[config.mk]
export PLATFORM = sky130hd
export DESIGN_NAME = dac_channel
export DESIGN_NICKNAME = d
export VERILOG_FILES = /design/src/pkg/dac_pkg.sv /design/src/dac_channel.sv /design/src/dac_ptr_step.sv
export SDC_FILE = /design/constraint.sdc
export NUM_CORES = 1
export LEC_CHECK = 0
export BUFFER_PORTS_ARGS = -buffer_cell sky130_fd_sc_hd__buf_2
export CAP_MARGIN = 5
export CORE_MARGIN = 2
export CORE_UTILIZATION = 60
export CTS_CLUSTER_DIAMETER = 200
export DETAILED_ROUTE_END_ITERATION = 10
export PLACE_DENSITY = 0.85
export SETUP_SLACK_MARGIN = 0.15
export SYNTH_ARGS = -nofsm -noshare
export SYNTH_HDL_FRONTEND = slang
export SYNTH_HIERARCHICAL = 1
export SYNTH_SLANG_ARGS = --single-unit
[constraint.sdc]
create_clock -name mclk -period 6.8 [get_ports mclk]
set_clock_uncertainty 0.2 [all_clocks]
set_input_delay 1.36 -clock mclk [delete_from_list [all_inputs] [get_ports mclk]]
set_output_delay 1.36 -clock mclk [all_outputs]
set_load 0.02 [all_outputs]
[src/pkg/dac_pkg.sv]
package dac_pkg;

   // -------------------------------------------------------------
   // Register map (byte addresses)
   // -------------------------------------------------------------
   localparam logic [7:0] DAC_OFS_CURSOR = 8'h04;
   localparam logic [7:0] DAC_OFS_LIMIT  = 8'h08;
   localparam logic [7:0] DAC_OFS_DEV    = 8'h0C;
   localparam logic [7:0] DAC_OFS_CTRL   = 8'h10;
   localparam logic [7:0] DAC_OFS_ISTS   = 8'h14;
   localparam logic [7:0] DAC_OFS_IMSK   = 8'h18;

   localparam logic [31:0] DAC_PTR_RST   = 32'h0000_0000;
   localparam logic [31:0] DAC_ZERO_WORD = 32'h0000_0000;

   // -------------------------------------------------------------
   // Control register fields
   // -------------------------------------------------------------
   localparam int DAC_CTL_ABORT  = 25;
   localparam int DAC_CTL_GO     = 24;
   localparam int DAC_CTL_SZ_HI  = 22;
   localparam int DAC_CTL_SZ_LO  = 20;
   localparam int DAC_CTL_HWDIS  = 19;
   localparam int DAC_CTL_INCDEV = 17;
   localparam int DAC_CTL_INCMEM = 16;
   localparam int DAC_CTL_BUSY   = 5;
   localparam int DAC_CTL_DONE   = 2;
   localparam int DAC_CTL_RUN    = 0;

   localparam logic [2:0] DAC_SIZE_RST = 3'h0;

   // -------------------------------------------------------------
   // Interrupt status / mask fields
   // -------------------------------------------------------------
   localparam int DAC_IRQ_W     = 2;
   localparam int DAC_IRQ_DONE  = 0;
   localparam int DAC_IRQ_ABORT = 1;
   localparam logic [DAC_IRQ_W-1:0] DAC_IRQ_RST = 2'h0;

   // -------------------------------------------------------------
   // Channel sequencer
   // -------------------------------------------------------------
   typedef enum logic [1:0]
   {
      DAC_IDLE  = 2'b00,
      DAC_WAIT  = 2'b01,
      DAC_MOVE  = 2'b10,
      DAC_CHECK = 2'b11
   } dac_state_t;

endpackage

[src/dac_channel.sv]
`timescale 1ns/1ps

module dac_channel
   import dac_pkg::*;
(
   input  wire logic        mclk,
   input  wire logic        rst_n,
   input  wire logic        psel,
   input  wire logic        penable,
   input  wire logic        pwrite,
   input  wire logic [7:0]  paddr,
   input  wire logic [31:0] pwdata,
   output logic      [31:0] prdata,
   output logic             pready,
   output logic             pslverr,
   input  wire logic        fc_req,
   output logic             fc_ack,
   output logic             pkt_req,
   input  wire logic        pkt_ack,
   output logic      [31:0] mem_addr,
   output logic      [31:0] dev_addr,
   output logic      [2:0]  pkt_size,
   output logic             irq
);

   // -------------------------------------------------------------
   // Declarations
   // -------------------------------------------------------------
   dac_state_t           state_q;
   logic [31:0]          limit_q;
   logic                 abort_q;
   logic                 go_q;
   logic [2:0]           size_q;
   logic                 hwdis_q;
   logic                 incdev_q;
   logic                 incmem_q;
   logic                 run_q;
   logic                 done_q;
   logic [DAC_IRQ_W-1:0] ists_q;
   logic [DAC_IRQ_W-1:0] imsk_q;
   logic                 wr_acc;
   logic                 rd_acc;
   logic                 wr_cursor;
   logic                 wr_dev;
   logic                 pkt_done;
   logic                 fw_start;
   logic                 hw_start;
   logic                 hit_limit;
   logic                 end_evt;
   logic                 mapped;
   logic [31:0]          ctrl_rd;
   logic [31:0]          rd_d;

   // -------------------------------------------------------------
   // APB slave
   // -------------------------------------------------------------
   // Two-cycle access phase: pready rises on the second cycle, and writes
   // take effect only at the edge that samples it high.
   assign wr_acc    = psel && penable && pready && pwrite;
   assign rd_acc    = psel && penable && !pready && !pwrite;
   assign wr_cursor = wr_acc && (paddr == DAC_OFS_CURSOR);
   assign wr_dev    = wr_acc && (paddr == DAC_OFS_DEV);

   always_comb
   begin
      ctrl_rd = DAC_ZERO_WORD;
      ctrl_rd[DAC_CTL_ABORT]               = abort_q;
      ctrl_rd[DAC_CTL_GO]                  = go_q;
      ctrl_rd[DAC_CTL_SZ_HI:DAC_CTL_SZ_LO] = size_q;
      ctrl_rd[DAC_CTL_HWDIS]               = hwdis_q;
      ctrl_rd[DAC_CTL_INCDEV]              = incdev_q;
      ctrl_rd[DAC_CTL_INCMEM]              = incmem_q;
      ctrl_rd[DAC_CTL_BUSY]                = (state_q != DAC_IDLE);
      ctrl_rd[DAC_CTL_DONE]                = done_q;
      ctrl_rd[DAC_CTL_RUN]                 = run_q;
   end

   always_comb
   begin
      mapped = 1'b1;
      rd_d   = DAC_ZERO_WORD;
      if (paddr == DAC_OFS_CURSOR)
      begin
         rd_d = mem_addr;
      end
      else if (paddr == DAC_OFS_LIMIT)
      begin
         rd_d = limit_q;
      end
      else if (paddr == DAC_OFS_DEV)
      begin
         rd_d = dev_addr;
      end
      else if (paddr == DAC_OFS_CTRL)
      begin
         rd_d = ctrl_rd;
      end
      else if (paddr == DAC_OFS_ISTS)
      begin
         rd_d[DAC_IRQ_W-1:0] = ists_q;
      end
      else if (paddr == DAC_OFS_IMSK)
      begin
         rd_d[DAC_IRQ_W-1:0] = imsk_q;
      end
      else
      begin
         mapped = 1'b0;
      end
   end

   always_ff @(posedge mclk)
   begin
      if (!rst_n)
      begin
         pready  <= 1'b0;
         pslverr <= 1'b0;
         prdata  <= DAC_ZERO_WORD;
      end
      else
      begin
         pready  <= psel && penable && !pready;
         pslverr <= psel && penable && !pready && !mapped;
         if (rd_acc)
         begin
            prdata <= rd_d;
         end
      end
   end

   // -------------------------------------------------------------
   // Limit and control registers
   // -------------------------------------------------------------
   always_ff @(posedge mclk)
   begin
      if (!rst_n)
      begin
         limit_q  <= DAC_PTR_RST;
         size_q   <= DAC_SIZE_RST;
         hwdis_q  <= 1'b0;
         incdev_q <= 1'b0;
         incmem_q <= 1'b0;
         run_q    <= 1'b0;
      end
      else if (wr_acc && (paddr == DAC_OFS_LIMIT))
      begin
         limit_q <= pwdata;
      end
      else if (wr_acc && (paddr == DAC_OFS_CTRL))
      begin
         size_q   <= pwdata[DAC_CTL_SZ_HI:DAC_CTL_SZ_LO];
         hwdis_q  <= pwdata[DAC_CTL_HWDIS];
         incdev_q <= pwdata[DAC_CTL_INCDEV];
         incmem_q <= pwdata[DAC_CTL_INCMEM];
         run_q    <= pwdata[DAC_CTL_RUN];
      end
   end

   // Abort and go act once and then clear, so a stale bit cannot restart
   // or kill a later transfer.
   always_ff @(posedge mclk)
   begin
      if (!rst_n)
      begin
         abort_q <= 1'b0;
         go_q    <= 1'b0;
      end
      else
      begin
         if (wr_acc && (paddr == DAC_OFS_CTRL) && pwdata[DAC_CTL_ABORT])
         begin
            abort_q <= 1'b1;
         end
         else
         begin
            abort_q <= 1'b0;
         end
         if (wr_acc && (paddr == DAC_OFS_CTRL) && pwdata[DAC_CTL_GO])
         begin
            go_q <= 1'b1;
         end
         else if (fw_start || abort_q)
         begin
            go_q <= 1'b0;
         end
      end
   end

   // -------------------------------------------------------------
   // Channel sequencer
   // -------------------------------------------------------------
   assign pkt_done  = pkt_req && pkt_ack;
   assign fw_start  = (state_q == DAC_IDLE) && run_q && go_q && !abort_q;
   assign hw_start  = ((state_q == DAC_IDLE) || (state_q == DAC_WAIT)) && run_q
                      && !hwdis_q && fc_req && !abort_q && !go_q;
   assign hit_limit = incmem_q && (mem_addr == limit_q);
   assign end_evt   = (state_q == DAC_CHECK) && hit_limit && !abort_q;

   always_ff @(posedge mclk)
   begin
      if (!rst_n)
      begin
         state_q <= DAC_IDLE;
      end
      else if (abort_q)
      begin
         state_q <= DAC_IDLE;
      end
      else
      begin
         case (state_q)
            DAC_IDLE:
            begin
               if (fw_start || hw_start)
               begin
                  state_q <= DAC_MOVE;
               end
            end
            DAC_WAIT:
            begin
               if (hw_start)
               begin
                  state_q <= DAC_MOVE;
               end
            end
            DAC_MOVE:
            begin
               if (pkt_ack)
               begin
                  state_q <= DAC_CHECK;
               end
            end
            DAC_CHECK:
            begin
               // Compare against the cursor already stepped by this packet
               if (hit_limit)
               begin
                  state_q <= DAC_IDLE;
               end
               else if (hwdis_q)
               begin
                  state_q <= DAC_MOVE;
               end
               else
               begin
                  state_q <= DAC_WAIT;
               end
            end
            default:
            begin
               state_q <= DAC_IDLE;
            end
         endcase
      end
   end

   always_ff @(posedge mclk)
   begin
      if (!rst_n)
      begin
         pkt_req  <= 1'b0;
         fc_ack   <= 1'b0;
         pkt_size <= DAC_SIZE_RST;
         done_q   <= 1'b0;
      end
      else
      begin
         pkt_req  <= !abort_q && !pkt_done && (fw_start || hw_start || (state_q == DAC_MOVE)
                     || ((state_q == DAC_CHECK) && !hit_limit && hwdis_q));
         fc_ack   <= pkt_done && !hwdis_q;
         pkt_size <= size_q;
         if (end_evt)
         begin
            done_q <= 1'b1;
         end
         else if (fw_start || hw_start)
         begin
            done_q <= 1'b0;
         end
      end
   end

   // -------------------------------------------------------------
   // Pointers
   // -------------------------------------------------------------
   dac_ptr_step u_cursor
   (
      .mclk    (mclk),
      .rst_n   (rst_n),
      .wr_en   (wr_cursor),
      .wr_data (pwdata),
      .step_en (pkt_done && incmem_q),
      .step    (size_q),
      .ptr_q   (mem_addr)
   );

   // Device pointer drives the device-side bus address directly
   dac_ptr_step u_devptr
   (
      .mclk    (mclk),
      .rst_n   (rst_n),
      .wr_en   (wr_dev),
      .wr_data (pwdata),
      .step_en (pkt_done && incdev_q),
      .step    (size_q),
      .ptr_q   (dev_addr)
   );

   // -------------------------------------------------------------
   // Interrupts
   // -------------------------------------------------------------
   always_ff @(posedge mclk)
   begin
      if (!rst_n)
      begin
         ists_q <= DAC_IRQ_RST;
         imsk_q <= DAC_IRQ_RST;
         irq    <= 1'b0;
      end
      else
      begin
         // New events win over a write-one-to-clear in the same cycle
         if (wr_acc && (paddr == DAC_OFS_ISTS))
         begin
            ists_q <= ists_q & ~pwdata[DAC_IRQ_W-1:0];
         end
         if (end_evt)
         begin
            ists_q[DAC_IRQ_DONE] <= 1'b1;
         end
         if (abort_q && (state_q != DAC_IDLE))
         begin
            ists_q[DAC_IRQ_ABORT] <= 1'b1;
         end
         if (wr_acc && (paddr == DAC_OFS_IMSK))
         begin
            imsk_q <= pwdata[DAC_IRQ_W-1:0];
         end
         irq <= |(ists_q & imsk_q);
      end
   end
endmodule

[src/dac_ptr_step.sv]
`timescale 1ns/1ps

// Pointer register that software loads and hardware steps per packet
module dac_ptr_step
   import dac_pkg::*;
(
   input  wire logic        mclk,
   input  wire logic        rst_n,
   input  wire logic        wr_en,
   input  wire logic [31:0] wr_data,
   input  wire logic        step_en,
   input  wire logic [2:0]  step,
   output logic      [31:0] ptr_q
);

   // Hardware step wins over a software load in the same cycle, so a packet
   // that completes is never lost from the pointer.
   always_ff @(posedge mclk)
   begin
      if (!rst_n)
      begin
         ptr_q <= DAC_PTR_RST;
      end
      else if (step_en)
      begin
         ptr_q <= ptr_q + {29'h0000_0000, step};
      end
      else if (wr_en)
      begin
         ptr_q <= wr_data;
      end
   end

endmodule
==> reports/qor.csv <==
metric;value;unit
status;finished clean;
dpl ws;2462;ps
pwr dens;198.7;nW/µm²
Clock Tree Buf Depth;2;
worst vdd ir;0.1703;mV
FFs w/ async S/R, synth;0;%
worst slew pin tran;1245;ps
Final Wtd Congestion;0.9377;
Max Cap Viol;0;
Via Count;8938;
final design utilization;71.92;%
core box area;13930;µm²
Final Max Slew Viols;0;
most frequent cells in the layout;152 x dfxtp_1, 150 x buf_2, 143 x nand2_1, 73 x a21oi_1, 50 x nor2b_1;
Gate Count Post-Synth;1032;
post_cts resized;0;
TritonCTS buffer count;17;
Initial Util;61.69;%
# DRC;0;
CP Data Required Time;6920;ps
Buffers on Ports;150;
DR WL/cell;21.62;µm
setup TNS;0;ps
arrival time at the worst endpoint;4110;ps
max_slew headroom;16.34;%
WS Path Type;input pin to flip-flop;
die height;123.7;µm
total track usage;37.79;%
share of cells above drive strength 1;22.24;%
synthesized area;8596;µm²
final net count;1202;
DRT Pass-1 Iters;8;
TritonCTS Sinks;152;
global route overflow;0;
final worst path period share;58.58;%
cell area after layout;10020;µm²
initial DRC count;1034;
final hold vios;0;
Post-synth top flop;dfxtp_1;
nature of the critical path startpoint;input pin;
CP Max Fanout;32;
Clock Root Buffer;clkbuf_16;
Final setup violation count;0;
CTS tree;done;
RSZ-0062 raised after global routing;false;
vias per cell;6.670;
post-synth cell types;59;
maximum clock frequency;0.2511;GHz
post-route minimum period;3983;ps
row count;43;
Hold-fix buffers, CTS;0;
Area growth syn-to-layout;16.59;%
Post CTS Setup Buffer Count;0;
vias in the first global route;8018;
Mean Syn Cell Area;8.329;µm²
Post-synth EDFFs;0;
Leak;3.977;nW
DP Area;9392;µm²
CTS H-tree lvls;4;
first-pass GRT wire length;43680;µm
Synth Register Bits;152;
Yosys warning count;6;
WL final;28970;µm
DIE AREA;15300;µm²
Worst Slack Setup Final;2817;ps
antenna violations before repair;0;
syn nets;1087;
Top Ports;151;
ANT nets after route;0;
commonest non-fill, non-tap cell in the layout;dfxtp_1;
sequential share of the synthesized area;35.40;%
clk_lat worst skew;430;ps
# diodes;0;
hpwl dp;20250;µm
Die Wd;123.7;µm
critical path endpoint category;flip-flop;
worst min-delay path category;flip-flop to flip-flop;
Reg clk slew, reported paths;60;ps
pin count of the biggest net entering global routing;67;
==> where the power goes <==
group	leakage [nW]	switching [W]	total (W)	internal, W
clock	0.298	0.000378	0.00101	0.000631
sequential	1.22	0.000000509	0.000892	0.000891
combinational	2.45	0.0000623	0.0000905	0.0000282
total	3.98	0.000441	0.00199	0.00155
==> cells by family (layout without fill, tap and decap cells) <==
| kind of cell | after synthesis | after routing | share of synthesized area [%] |
|---|---|---|---|
| simple gates | 400 | 400 | 24.57 |
| compound gates | 296 | 296 | 24.03 |
| flops | 152 | 152 | 35.40 |
| buf+inv | 83 | 211 | 3.988 |
| mux | 50 | 50 | 6.288 |
| xor+xnor | 43 | 43 | 4.381 |
| fa+ha+maj | 8 | 8 | 1.339 |
==> routing by layer <==
| metal | vias to the layer above | part of all wire (%) | GRT usage [%] | wire, µm |
|---|---|---|---|---|
| met3 | 135 | 11 | 8.104 | 3177 |
| met2 | 658 | 44 | 57.21 | 12730 |
| met5 | - | 0 | 0 | 0 |
| li1 | 4021 | - | - | - |
| met1 | 4124 | 38 | 47.12 | 10970 |
| met4 | 0 | 7.2 | 28.34 | 2099 |
==> final timing paths <==
| check | from | endpoint | slack (ps) | depth (start not counted) |
|---|---|---|---|---|
| setup / recovery | paddr[7] | u_devptr/ptr_q[19]$_SDFFE_PN0P_ | 2820 | 9 |
| hold / removal | prdata[24]$_SDFFE_PN0P_ | prdata[24]$_SDFFE_PN0P_ | 270 | 2 |
| setup reg to reg | incmem_q$_SDFFE_PN0P_ | u_cursor/ptr_q[11]$_SDFFE_PN0P_ | 3850 | 7 |
| hold reg to reg | prdata[24]$_SDFFE_PN0P_ | prdata[24]$_SDFFE_PN0P_ | 270 | 2 |
==> critical path, cell delays in order <==
cell and delay [ps]:
buf_2 90, or4_1 620, or3_1 340, buf_4 250, nor3_2 240, buf_4 280, nand2_1 400, and3_1 340
o21a_1 180
==> cell usage after synthesis, types with 10 or more instances <==
master,number,area [µm²]
dfxtp_1,152,3043
nand2_1,143,536.8
a21oi_1,73,365.4
clkbuf_1,57,214.0
nor2b_1,50,312.8
nor3_1,48,240.2
o21ai_0,40,200.2
nand3_1,36,180.2
xor2_1,34,297.8
a22oi_1,28,210.2
nor2_1,27,101.4
mux2_2,26,292.8
a211oi_1,22,165.2
a21boi_2,22,247.7
nand4_1,21,131.4
mux2i_1,18,180.2
inv_1,16,60.06
o211ai_1,16,120.1
a21boi_0,15,112.6
and2_1,14,87.58
a21o_1,13,97.59
a311oi_1,12,105.1
or3_1,11,68.82
a2bb2oi_1,10,87.58
==> stage by stage <==
| stage | cells | power [W] | hold slack [ps] |
|---|---|---|---|
| after floorplan | 1032 | 0.0009557 | 244.2 |
| after global placement | 1308 | 0.0009974 | 251.7 |
| after detailed placement | 1308 | 0.0009976 | 260.5 |
| after CTS | 1340 | 0.001990 | 269.0 |
| after global routing | 1340 | 0.002036 | 287.4 |
| final | 1340 | 0.001992 | 268.3 |
==> flip-flops by register name, summed over array words and instances, names as in the netlist, 2 cells and up <==
register	flops
ists_q	2
limit_q	32
state_q	2
size_q	3
pkt_size	3
u_devptr/ptr_q	32
prdata	32
u_cursor/ptr_q	32
imsk_q	2
==> area by class of cell <==
cell class,instances,area [µm²]
repair buffers,163,848.3
flip-flops and latches,152,3043
multi-input cells,797,5215
well taps,180,225.2
clock buffers,20,456.7
inverters,16,60.06
fillers,1111,3913
clock inverters,12,173.9
(Power assumes the default switching activity.)
